$ cat src/gpio_pkg.sv
`default_nettype none

package gpio_pkg;

  // register bus geometry
  localparam int unsigned ADDR_W = 8;
  localparam int unsigned REG_W = 16;
  localparam int unsigned PIN_N = 32;

  // register offsets, as byte addresses
  localparam logic [7:0] OFS_FSEL_LO = 8'h70;
  localparam logic [7:0] OFS_DIR_LO = 8'h72;
  localparam logic [7:0] OFS_LVL_LO = 8'h74;
  localparam logic [7:0] OFS_FSEL_HI = 8'h76;
  localparam logic [7:0] OFS_DIR_HI = 8'h78;
  localparam logic [7:0] OFS_LVL_HI = 8'h7a;

  // reset values
  localparam logic [15:0] RST_FSEL_LO = 16'h0000;
  localparam logic [15:0] RST_FSEL_HI = 16'h0000;
  localparam logic [15:0] RST_DIR_LO = 16'hfc0f;
  localparam logic [15:0] RST_DIR_HI = 16'hffff;
  // level latch has no defined reset value; zero is used so nothing floats
  localparam logic [15:0] RST_LVL = 16'h0000;
  localparam logic [15:0] RD_IDLE = 16'h0000;
  localparam logic [31:0] PIN_ZERO = 32'h0000_0000;

  // pins whose reset default is an active-high output; these pull down
  localparam logic [31:0] PULL_DOWN_MASK = 32'h0000_0000;

  // per-pin function, from the mode bit and the direction bit
  typedef enum logic [1:0] {
    GPIO_NORMAL,
    GPIO_IN_PULL,
    GPIO_OUTPUT,
    GPIO_IN_NOPULL
  } gpio_pin_fn_t;

endpackage

`default_nettype wire

$ cat src/gpio_pins.sv
// What this block does
// - mode and direction bits together pick normal, pulled input, output, bare input.
// - after reset every pin is normal function or pulled input.
// - pins defaulting to active-high outputs pull down, all others pull up.
// - upper mode bits at 76h, reset 0000h, top bit is pin 31.
// - lower mode bits at 70h, reset 0000h, same bit ordering.
// - direction 1 means input; 0 means output or normal function.
// - upper direction bits at 78h, reset FFFFh, top bit is pin 31.
// - lower direction bits at 72h, reset FC0Fh.
// - direction and level bits map to pins exactly like mode bits.
// - output pins drive the stored level bit uninverted.
// - input pins read back the present pin level uninverted.
// - upper level bits at 7Ah, reset value undefined.
// - lower level bits at 74h, reset value undefined.
// - open drain by holding level constant and toggling the direction bit.
//
// The plain strobed port is this design's own decision.
`timescale 1ns/1ps
`default_nettype none

module gpio_pins (
  // clock and reset
  input wire logic clk,
  input wire logic rst,
  // register port
  input wire logic [7:0] addr,
  input wire logic [15:0] wr_data,
  input wire logic wr_en,
  input wire logic rd_en,
  output logic [15:0] rd_data,
  // normal pin functions of the surrounding peripherals
  input wire logic [31:0] func_out,
  input wire logic [31:0] func_oe,
  output logic [31:0] func_in,
  // pads
  input wire logic [31:0] pin_in,
  output logic [31:0] pin_out,
  output logic [31:0] pin_oe,
  output logic [31:0] pull_up_en,
  output logic [31:0] pull_down_en
);

  //////////////////////////////////////////////////////////////////////////////
  // helpers

  // join a high and a low half so bit 31 is always pin 31
  function automatic logic [31:0] join_halves(input logic [15:0] hi, input logic [15:0] lo);
    join_halves = {hi, lo};
  endfunction

  // classify one pin from its mode and direction bit
  function automatic gpio_pkg::gpio_pin_fn_t pin_fn(input logic mode, input logic dir);
    pin_fn = gpio_pkg::gpio_pin_fn_t'({mode, dir});
  endfunction

  //////////////////////////////////////////////////////////////////////////////
  // register state

  logic [15:0] fsel_lo_ff;
  logic [15:0] fsel_hi_ff;
  logic [15:0] dir_lo_ff;
  logic [15:0] dir_hi_ff;
  logic [15:0] lvl_lo_ff;
  logic [15:0] lvl_hi_ff;
  logic [15:0] rd_data_ff;
  logic [31:0] pin_out_ff;
  logic [31:0] pin_oe_ff;
  logic [31:0] pull_up_ff;
  logic [31:0] pull_dn_ff;
  logic [31:0] func_in_ff;

  //////////////////////////////////////////////////////////////////////////////
  // address decode

  // one hit wire per register, printed offsets used as byte addresses
  wire hit_fsel_lo = (addr == gpio_pkg::OFS_FSEL_LO);
  wire hit_fsel_hi = (addr == gpio_pkg::OFS_FSEL_HI);
  wire hit_dir_lo = (addr == gpio_pkg::OFS_DIR_LO);
  wire hit_dir_hi = (addr == gpio_pkg::OFS_DIR_HI);
  wire hit_lvl_lo = (addr == gpio_pkg::OFS_LVL_LO);
  wire hit_lvl_hi = (addr == gpio_pkg::OFS_LVL_HI);

  //////////////////////////////////////////////////////////////////////////////
  // per-pin function decode

  // whole 32-pin views, same bit position means same pin in every pair
  wire [31:0] mode_all = join_halves(fsel_hi_ff, fsel_lo_ff);
  wire [31:0] dir_all = join_halves(dir_hi_ff, dir_lo_ff);
  wire [31:0] lvl_all = join_halves(lvl_hi_ff, lvl_lo_ff);

  wire [31:0] is_normal;
  wire [31:0] is_out;
  wire [31:0] is_in_pull;
  wire [31:0] is_in;

  genvar gi;
  generate
    for (gi = 0; gi < gpio_pkg::PIN_N; gi++) begin : g_pin
      // the two bits are read as one code, except is_in, which also takes the direction bit alone
      assign is_normal[gi] = (pin_fn(mode_all[gi], dir_all[gi]) == gpio_pkg::GPIO_NORMAL);
      assign is_out[gi] = (pin_fn(mode_all[gi], dir_all[gi]) == gpio_pkg::GPIO_OUTPUT);
      assign is_in_pull[gi] = (pin_fn(mode_all[gi], dir_all[gi]) == gpio_pkg::GPIO_IN_PULL);
      assign is_in[gi] = dir_all[gi] & ~is_normal[gi];
    end
  endgenerate

  //////////////////////////////////////////////////////////////////////////////
  // pad drive

  // output drives the level latch; normal mode hands the pad to the peripheral
  wire [31:0] nxt_pin_out = (is_out & lvl_all) | (is_normal & func_out);
  // with the mode bit set, direction alone gates the driver, which is what open-drain emulation uses
  wire [31:0] nxt_pin_oe = is_out | (is_normal & func_oe);
  // pulls only in the pulled-input code; polarity from the reset-default mask
  wire [31:0] nxt_pull_up = is_in_pull & ~gpio_pkg::PULL_DOWN_MASK;
  wire [31:0] nxt_pull_dn = is_in_pull & gpio_pkg::PULL_DOWN_MASK;

  //////////////////////////////////////////////////////////////////////////////
  // read path

  // input pins show the pad; other pins show what software stored
  wire [31:0] lvl_view = (is_in & pin_in) | (~is_in & lvl_all);
  wire [15:0] nxt_rd_data =
    hit_fsel_lo ? fsel_lo_ff :
    hit_fsel_hi ? fsel_hi_ff :
    hit_dir_lo ? dir_lo_ff :
    hit_dir_hi ? dir_hi_ff :
    hit_lvl_lo ? lvl_view[15:0] :
    hit_lvl_hi ? lvl_view[31:16] :
    gpio_pkg::RD_IDLE;

  //////////////////////////////////////////////////////////////////////////////
  // register writes

  // mode and direction registers; reset gives only codes 00 and 01
  always_ff @(posedge clk) begin
    if (rst) begin
      fsel_lo_ff <= gpio_pkg::RST_FSEL_LO;
      fsel_hi_ff <= gpio_pkg::RST_FSEL_HI;
      dir_lo_ff <= gpio_pkg::RST_DIR_LO;
      dir_hi_ff <= gpio_pkg::RST_DIR_HI;
    end else begin
      if (wr_en && hit_fsel_lo) fsel_lo_ff <= wr_data;
      if (wr_en && hit_fsel_hi) fsel_hi_ff <= wr_data;
      if (wr_en && hit_dir_lo) dir_lo_ff <= wr_data;
      if (wr_en && hit_dir_hi) dir_hi_ff <= wr_data;
    end
  end

  // level latch; written even while pins are inputs so a later switch is glitch-free
  always_ff @(posedge clk) begin
    if (rst) begin
      lvl_lo_ff <= gpio_pkg::RST_LVL;
      lvl_hi_ff <= gpio_pkg::RST_LVL;
    end else begin
      if (wr_en && hit_lvl_lo) lvl_lo_ff <= wr_data;
      if (wr_en && hit_lvl_hi) lvl_hi_ff <= wr_data;
    end
  end

  // read data stands only in the cycle after the strobe
  always_ff @(posedge clk) begin
    if (rst) begin
      rd_data_ff <= gpio_pkg::RD_IDLE;
    end else if (rd_en) begin
      rd_data_ff <= nxt_rd_data;
    end else begin
      rd_data_ff <= gpio_pkg::RD_IDLE;
    end
  end

  // registered pad controls; costs one cycle but keeps pads glitch-free
  always_ff @(posedge clk) begin
    if (rst) begin
      pin_out_ff <= gpio_pkg::PIN_ZERO;
      pin_oe_ff <= gpio_pkg::PIN_ZERO;
      pull_up_ff <= gpio_pkg::PIN_ZERO;
      pull_dn_ff <= gpio_pkg::PIN_ZERO;
      func_in_ff <= gpio_pkg::PIN_ZERO;
    end else begin
      pin_out_ff <= nxt_pin_out;
      pin_oe_ff <= nxt_pin_oe;
      pull_up_ff <= nxt_pull_up;
      pull_dn_ff <= nxt_pull_dn;
      func_in_ff <= pin_in;
    end
  end

  // outputs straight from flops
  assign rd_data = rd_data_ff;
  assign pin_out = pin_out_ff;
  assign pin_oe = pin_oe_ff;
  assign pull_up_en = pull_up_ff;
  assign pull_down_en = pull_dn_ff;
  assign func_in = func_in_ff;

  //////////////////////////////////////////////////////////////////////////////
  // checks

  // reset leaves every pin in code 00 or 01
  a_reset_codes: assert property (
    @(posedge clk) disable iff (rst)
    $fell(rst) |-> ((mode_all & ~dir_all) == gpio_pkg::PIN_ZERO) && (mode_all == gpio_pkg::PIN_ZERO))
    else $error("pin left reset outside codes 00 and 01");

  a_upper_reset: assert property (
    @(posedge clk) disable iff (rst)
    $fell(rst) |-> fsel_hi_ff == gpio_pkg::RST_FSEL_HI && dir_hi_ff == gpio_pkg::RST_DIR_HI)
    else $error("upper mode or direction reset value wrong");

  a_lower_reset: assert property (
    @(posedge clk) disable iff (rst)
    $fell(rst) |-> fsel_lo_ff == gpio_pkg::RST_FSEL_LO && dir_lo_ff == gpio_pkg::RST_DIR_LO)
    else $error("lower mode or direction reset value wrong");

  // drive enable follows mode and direction one cycle later
  a_oe_decode: assert property (
    @(posedge clk) disable iff (rst)
    !$past(rst) |-> pin_oe_ff == $past((mode_all & ~dir_all) | (~mode_all & ~dir_all & func_oe)))
    else $error("output enable does not match mode and direction");

  // driven level is the stored bit, not inverted
  a_out_level: assert property (
    @(posedge clk) disable iff (rst)
    !$past(rst) |-> ((pin_out_ff ^ $past(lvl_all)) & $past(mode_all & ~dir_all)) == 32'h0)
    else $error("output pin level differs from stored bit");

  // a read of the lower level register returns input pads as they were
  a_input_read: assert property (
    @(posedge clk) disable iff (rst)
    rd_en && hit_lvl_lo |=> ((rd_data_ff ^ $past(pin_in[15:0])) & $past(dir_lo_ff)) == 16'h0)
    else $error("input level read back wrong");

  // a direction write shows on the pads two edges later
  a_dir_to_pad: assert property (
    @(posedge clk) disable iff (rst)
    wr_en && hit_dir_lo |-> ##2
      (((pin_oe_ff[15:0] ^ ~$past(wr_data, 2)) & $past(fsel_lo_ff)) == 16'h0))
    else $error("direction write did not reach pads in time");

  // pulls only in the pulled-input code, polarity per mask
  a_pull_sel: assert property (
    @(posedge clk) disable iff (rst)
    !$past(rst) |-> (pull_up_ff | pull_dn_ff) == $past(~mode_all & dir_all)
      && (pull_dn_ff & ~gpio_pkg::PULL_DOWN_MASK) == 32'h0)
    else $error("pull enables wrong");

  // read data return zero outside a read cycle
  a_read_idle: assert property (
    @(posedge clk) disable iff (rst)
    !rd_en |=> rd_data_ff == gpio_pkg::RD_IDLE)
    else $error("read data outside a read cycle");

  // peripherals see the pad one cycle late, through the func_in_ff copy; reset loads zero
  a_func_in_copy: assert property (
    @(posedge clk) disable iff (rst)
    !$past(rst) |-> func_in_ff == $past(pin_in))
    else $error("peripheral input copy wrong");

  // a register write lands on the very next edge
  a_fsel_lo_write: assert property (
    @(posedge clk) disable iff (rst)
    wr_en && hit_fsel_lo |=> fsel_lo_ff == $past(wr_data))
    else $error("lower mode write lost");

  a_fsel_hi_write: assert property (
    @(posedge clk) disable iff (rst)
    wr_en && hit_fsel_hi |=> fsel_hi_ff == $past(wr_data))
    else $error("upper mode write lost");

  a_dir_hi_write: assert property (
    @(posedge clk) disable iff (rst)
    wr_en && hit_dir_hi |=> dir_hi_ff == $past(wr_data))
    else $error("upper direction write lost");

  // level bits are stored even for input pins, so a later switch is clean
  a_lvl_hi_write: assert property (
    @(posedge clk) disable iff (rst)
    wr_en && hit_lvl_hi |=> lvl_hi_ff == $past(wr_data))
    else $error("upper level write lost");

  // without a write strobe no register may move
  a_reg_hold: assert property (
    @(posedge clk) disable iff (rst)
    !wr_en |=> $stable(fsel_lo_ff) && $stable(dir_lo_ff) && $stable(lvl_lo_ff)
      && $stable(fsel_hi_ff) && $stable(dir_hi_ff) && $stable(lvl_hi_ff))
    else $error("register changed without a write");

  // reads return the stored mode and direction words
  a_read_fsel: assert property (
    @(posedge clk) disable iff (rst)
    rd_en && hit_fsel_lo |=> rd_data_ff == $past(fsel_lo_ff))
    else $error("lower mode read back wrong");

  a_read_dir: assert property (
    @(posedge clk) disable iff (rst)
    rd_en && hit_dir_hi |=> rd_data_ff == $past(dir_hi_ff))
    else $error("upper direction read back wrong");

  // non-input pins read back the stored bit, input pins the pad
  a_level_stored: assert property (
    @(posedge clk) disable iff (rst)
    rd_en && hit_lvl_hi |=> ((rd_data_ff ^ $past(lvl_hi_ff)) & ~$past(dir_hi_ff)) == 16'h0)
    else $error("upper stored level read back wrong");

  a_input_read_hi: assert property (
    @(posedge clk) disable iff (rst)
    rd_en && hit_lvl_hi |=> ((rd_data_ff ^ $past(pin_in[31:16])) & $past(dir_hi_ff)) == 16'h0)
    else $error("upper input level read back wrong");

  // normal code hands the pad to the peripheral, level included
  a_normal_pass: assert property (
    @(posedge clk) disable iff (rst)
    !$past(rst) |->
      ((pin_out_ff ^ $past(func_out)) & $past(~mode_all & ~dir_all & func_oe)) == 32'h0)
    else $error("normal pin does not follow its peripheral");

  // code 11 must neither drive nor pull, or external levels get loaded
  a_bare_input: assert property (
    @(posedge clk) disable iff (rst)
    !$past(rst) |->
      (((pin_oe_ff | pull_up_ff | pull_dn_ff) & $past(mode_all & dir_all)) == 32'h0))
    else $error("bare input pin drives or pulls");

endmodule

`default_nettype wire

$ cat config.mk
export PLATFORM = sky130hd
export DESIGN_NAME = gpio_pins
export DESIGN_NICKNAME = d
export VERILOG_FILES = /design/src/gpio_pkg.sv /design/src/gpio_pins.sv
export SDC_FILE = /design/constraint.sdc
export NUM_CORES = 1
export LEC_CHECK = 0
export ABC_AREA = 1
export BUFFER_PORTS_ARGS = -buffer_cell sky130_fd_sc_hd__buf_2
export CORE_MARGIN = 4
export CORE_UTILIZATION = 35
export CTS_BUF_LIST = sky130_fd_sc_hd__clkbuf_8
export CTS_CLUSTER_DIAMETER = 50
export DETAILED_ROUTE_END_ITERATION = 7
export SLEW_MARGIN = 5
export SYNTH_ARGS = -nofsm -noshare
export SYNTH_HDL_FRONTEND = slang
export SYNTH_SLANG_ARGS = --single-unit
$ cat constraint.sdc
create_clock -name clk -period 1.7 [get_ports clk]
set_input_delay 0.085 -clock clk [delete_from_list [all_inputs] [get_ports clk]]
set_output_delay 0.085 -clock clk [all_outputs]
set_load 0.02 [all_outputs]
Yosys cells after proc, flatten, opt, wreduce, memory -nomap -nowiden

Cells that the tools add are included.

Word-level logic and storage cells: 200
Output and inout port bits: 176
Bits in registers: 240
Input bits: 124

Bitwise gates (word level): 74
Muxes and demuxes: 6
Reductions and logical operators: 39
Equal/unequal tests: 70

Operator list:

| operator                                                               | count |
|---|---|
| 32-bit bitwise AND                                                     | 5 |
| 16-bit two-way mux                                                     | 6 |
| 32-bit OR                                                              | 3 |
| 2-bit by 1-bit equality test with 1-bit output (second input constant) | 32 |
| 2-bit equality test (second input constant)                            | 32 |
| 2-bit zero test                                                        | 32 |
| 8-bit by 7-bit equality test with 1-bit output (second input constant) | 6 |
| 1-bit inverter                                                         | 33 |
| 1-bit bitwise AND                                                      | 32 |
| 32-bit inverter                                                        | 1 |
| 1-bit logical AND                                                      | 6 |
| 2-bit OR reduction                                                     | 1 |

Logic depth before layout (Yosys ltp)

Depth in word-level cells: 12
Mapped depth: 12
Gate-level depth less buffers: 11

Least setup slack after synthesis

OpenSTA, ideal clock, no wires.

Kind: in2reg
From: input addr[7]
To: register lvl_hi_ff[5]
Buffers on the path: 1
Slack: 527 ps
Stages: 9
Arrival time: 1040 ps
Library setup time: 132 ps
Data required time: 1568 ps
Path through: inv_1 > nand2_1 > nor2_4 > nand2_2 > nor2_8 > nand2_2 > buf_2 > nand2_1 > a21oi_1

Word-level cells in the longest chain between the ends: 2

RTL lines:

| element                                        | RTL line         | source |
|---|---|---|
| from (decl)                                    | gpio_pins.sv:26  | `input wire logic [7:0] addr,` |
| 8-bit by 7-bit equality test with 1-bit output | gpio_pins.sv:81  | `wire hit_lvl_hi = (addr == gpio_pkg::OFS_LVL_HI);` |
| 1-bit logical AND                              | gpio_pins.sv:157 | `if (wr_en && hit_lvl_hi) lvl_hi_ff <= wr_data;` |
| to (signal assigned)                           | gpio_pins.sv:154 | `lvl_hi_ff <= gpio_pkg::RST_LVL;` |
| to (signal assigned)                           | gpio_pins.sv:157 |  |
| to (decl)                                      | gpio_pins.sv:64  | `logic [15:0] lvl_hi_ff;` |

Every way passes these cells.
A chain may end at the register's enable or synchronous reset.

Worst setup path after layout

From: register dir_lo_ff[6]
To: register pin_out_ff[6], in the netlist pin_out[6]

Word-level cells in the longest chain between the ends: 3
Elaborated cells between the ends (all ways): 5
Classes of those cells: eq/ne (1); bitwise (3); reduce/logical (1)

RTL lines:

| element                                                | RTL line                           | source |
|---|---|---|
| from (decl)                                            | gpio_pins.sv:61                    | `logic [15:0] dir_lo_ff;` |
| from (signal assigned)                                 | gpio_pins.sv:140                   | `dir_lo_ff <= gpio_pkg::RST_DIR_LO;` |
| from (signal assigned)                                 | gpio_pins.sv:145                   | `if (wr_en && hit_dir_lo) dir_lo_ff <= wr_data;` |
| 2-bit equality test or 2-bit zero test (tied branches) | gpio_pins.sv:101, gpio_pins.sv:100 |  |
| 32-bit bitwise AND                                     | gpio_pins.sv:111                   | `wire [31:0] nxt_pin_out = (is_out & lvl_all) \| (is_normal & func_out);` |
| 32-bit OR *                                            | gpio_pins.sv:111                   |  |
| to (signal assigned)                                   | gpio_pins.sv:175                   | `pin_out_ff <= gpio_pkg::PIN_ZERO;` |
| to (signal assigned)                                   | gpio_pins.sv:181                   | `pin_out_ff <= nxt_pin_out;` |
| to (decl)                                              | gpio_pins.sv:66                    | `logic [31:0] pin_out_ff;` |

Every way passes the cells marked *; elsewhere a longest branch is shown, timed or not.

==> results.toml <==
[floorplan]
start_util_pct = 35.5
io_pins = 300
die_h_um = 168
rows = 58
core_area_um2 = 25200
die-area_um2 = 28200
die_w_um = 168

[timing]
report.final.setup_viol = 0
rsz0062_at_grt = "no"
drv_slew = 0
fmax_ghz = 0.684
hold_viol = 0
setup_tns_ps = 0
fin_skew_ps = 10.3
final.period_utilization_pct = 86.0
finalCriticalPeriod_ps = 1460

[yosys]
syn-instance-count = 1098
synth_top_cell_by_area = "dfxtp_1"
ys_seq_area_share_pct = 53.8
yosysUniqueCellTypes = 25
ys_warn_count = 0
synthesis.area_um2 = 8940
ys_seq_elements = 240
synth_top_area_share_pct = 53.8
avgSynthCellArea_um2 = 8.14
synthTopCellsByArea = "dfxtp_1 (54%), o21ai_0 (6.0%), a21oi_1 (5.7%), inv_1 (5.3%), nand2_1 (4.5%)"

[critical_path]
end_kind = "flop"
slowest_stage = "dlygate4sd3_1"
max_stage_delay_ps = 570
crit_arrival_ps = 1950
path_max_fanout = 6
start_kind = "flop"
timing.rr.start = "dir_lo_ff[6]"
crit_chain = "inv_1 -> nand2_1 -> a211oi_1 -> dlygate4sd3_1"
required_ps = 2180
criticalPathCategory = "reg -> reg"
rr_worst_depth = 4
r2r_end = "pin_out[6]"
ff2ff_setup_slack_ps = 240

[clock_tree]
htree_num_levels = 2
clk_pin_slew_worst_paths_ps = 60
clock-sinks = 240
clk_path_buf_depth = 3
post_cts_buffers = 0
clock_latency_ps = 540
ctsResizeCount = 0
cts_hold_buf = 129
cts_tree = "yes"
cts_buffers = 44
cts_root_buf = "clkbuf_8"

[place]
place_area_um2 = 10700
portBuffers = 267
place_congestion = 0.894
dp_hpwl_um = 21700

[power_and_ir_drop]
power.leakage_nw = 6.19
p_total_mw = 12.1
ir_worst_vdd_v = 0.000519
p_per_area_nw_per_um2 = 944

[detailed_routing]
first_iter_violations = 624
wirelength_um = 30300
drcViolationCount = 0
wire_per_inst_um = 16.1
ant_nets = 0
num_vias = 8785
viasPerCell = 4.66
drt-pass1-iter-count = 5

[cells_and_area]
diodes = 0
area_delta_synth_final_pct = 44.0
fillCellCount = 2409
drive_above_1_share_pct = 24.7
design_area_um2 = 12900
nets = 1646

[min_path]
holdPathEnd = "rd_data[0]"
worst_hold_path_type = "in -> reg"
min_path_cells = 6
min_from = "addr[2]"

[grt]
grt_max_degree = 56
grt_pass1_vias = 8483
grt_usage_pct = 20.7
grt-ovfl-total = 0
antenna_found_initial = 0
grt_pass1_wl_um = 47000

[run_status]
status = "completed"

[flow_run]
cap_violations = 0
[critical path: cells and delay by family (launching register included)]
family,cells,cell delay (ps)
simple gates,1,100
flops,1,310
compound gates,1,240
buf+inv,2,760
[stage by stage]
step,worst slack [ps],utilization [%],std cells,hold slack [ps]
after global routing,127,51.1,1887,49.1
after detailed placement,244,42.5,1677,307
after global placement,242,42.5,1677,301
after floorplan,527,-,1129,192
final,237,51.1,1887,58.5
after CTS,267,51.1,1887,26.2
[power by group]
part	total, mW	switching, mW	internal, mW
registers	5.75	0.0276	5.73
clock network	5.33	2.43	2.90
logic	1.07	0.608	0.460
total	12.1	3.07	9.08
[cell usage after synthesis]
library cell  number
a211oi_1          32
a21oi_1          102
buf_1              7
buf_2             16
buf_4             36
buf_6              1
clkbuf_1          28
clkinv_1           1
conb_1             1
dfxtp_1          240
inv_1            126
inv_2              3
nand2_1          107
nand2_2            3
nand3_1           65
nand3_4            1
nand4_1            6
nor2_1            98
nor2_2             2
nor2_4             2
nor2_8             1
nor3_1            78
o211ai_1          29
o21ai_0          107
o21ai_1            6
[per-layer routing]
metal / share of wire (%) / wire length, um / vias up / global-route usage (%)
met5: 0 / 0 / - / 0
met4: 2.6 / 779 / 0 / 6.49
met3: 7.6 / 2300 / 56 / 4.32
met2: 41 / 12300 / 347 / 29.7
met1: 49 / 14900 / 3930 / 31.1
li1: - / - / 4452 / -
[worst max-delay path by stage]
stage,startpoint,endpoint,slack (ps),cells after the start
floorplan,addr[7],lvl_hi_ff[5],530,9
global placement,addr[7],dir_hi_ff[6],240,9
detailed placement,addr[7],lvl_hi_ff[9],240,9
CTS,dir_lo_ff[6],pin_out[6],270,4
global route,dir_hi_ff[3],rd_data[3],130,7
finish,dir_lo_ff[6],pin_out[6],240,4
[cells in the final DEF, fill, tap and decap left out, types with 8 or more instances in the layout]
master,n
buf_4,32
buf_12,8
dfxtp_1,240
dlygate4sd3_1,129
a21oi_1,102
conb_1,32
nand3_1,65
o21ai_0,107
nor2_1,98
o211ai_1,29
a211oi_1,32
nand2_1,107
buf_2,266
inv_1,142
clkbuf_8,54
nor3_1,78
[cells by family (layout without fill, tap and decap cells)]
family,count (synthesis),count (layout),share of synthesized area [%]
other,1,32,0.0420
and+or+nand+nor,363,363,18.1
buffers and inverters,218,646,11.0
AOI/OAI and AO/OA,276,276,17.2
DFF,240,240,53.8
[sequential cells by signal, summed over array words and instances (netlist names)]
name / cells
pin_out: 32
lvl_hi_ff: 16
pull_up_en: 32
dir_lo_ff: 16
lvl_lo_ff: 16
pin_oe: 32
fsel_lo_ff: 16
func_in: 32
fsel_hi_ff: 16
rd_data: 16
dir_hi_ff: 16
[cell type report]
cell class / instances / area, um2 / share of cell area, %
clock buffers: 54 / 743 / 5.77
clock inverters: 27 / 133 / 1.03
inverters: 130 / 488 / 3.79
multi-input cells: 671 / 3270 / 25.4
flip-flops and latches: 240 / 4800 / 37.3
well taps: 330 / 413 / 3.21
repair buffers: 435 / 3020 / 23.5
Power figures use the tool's default switching activity.
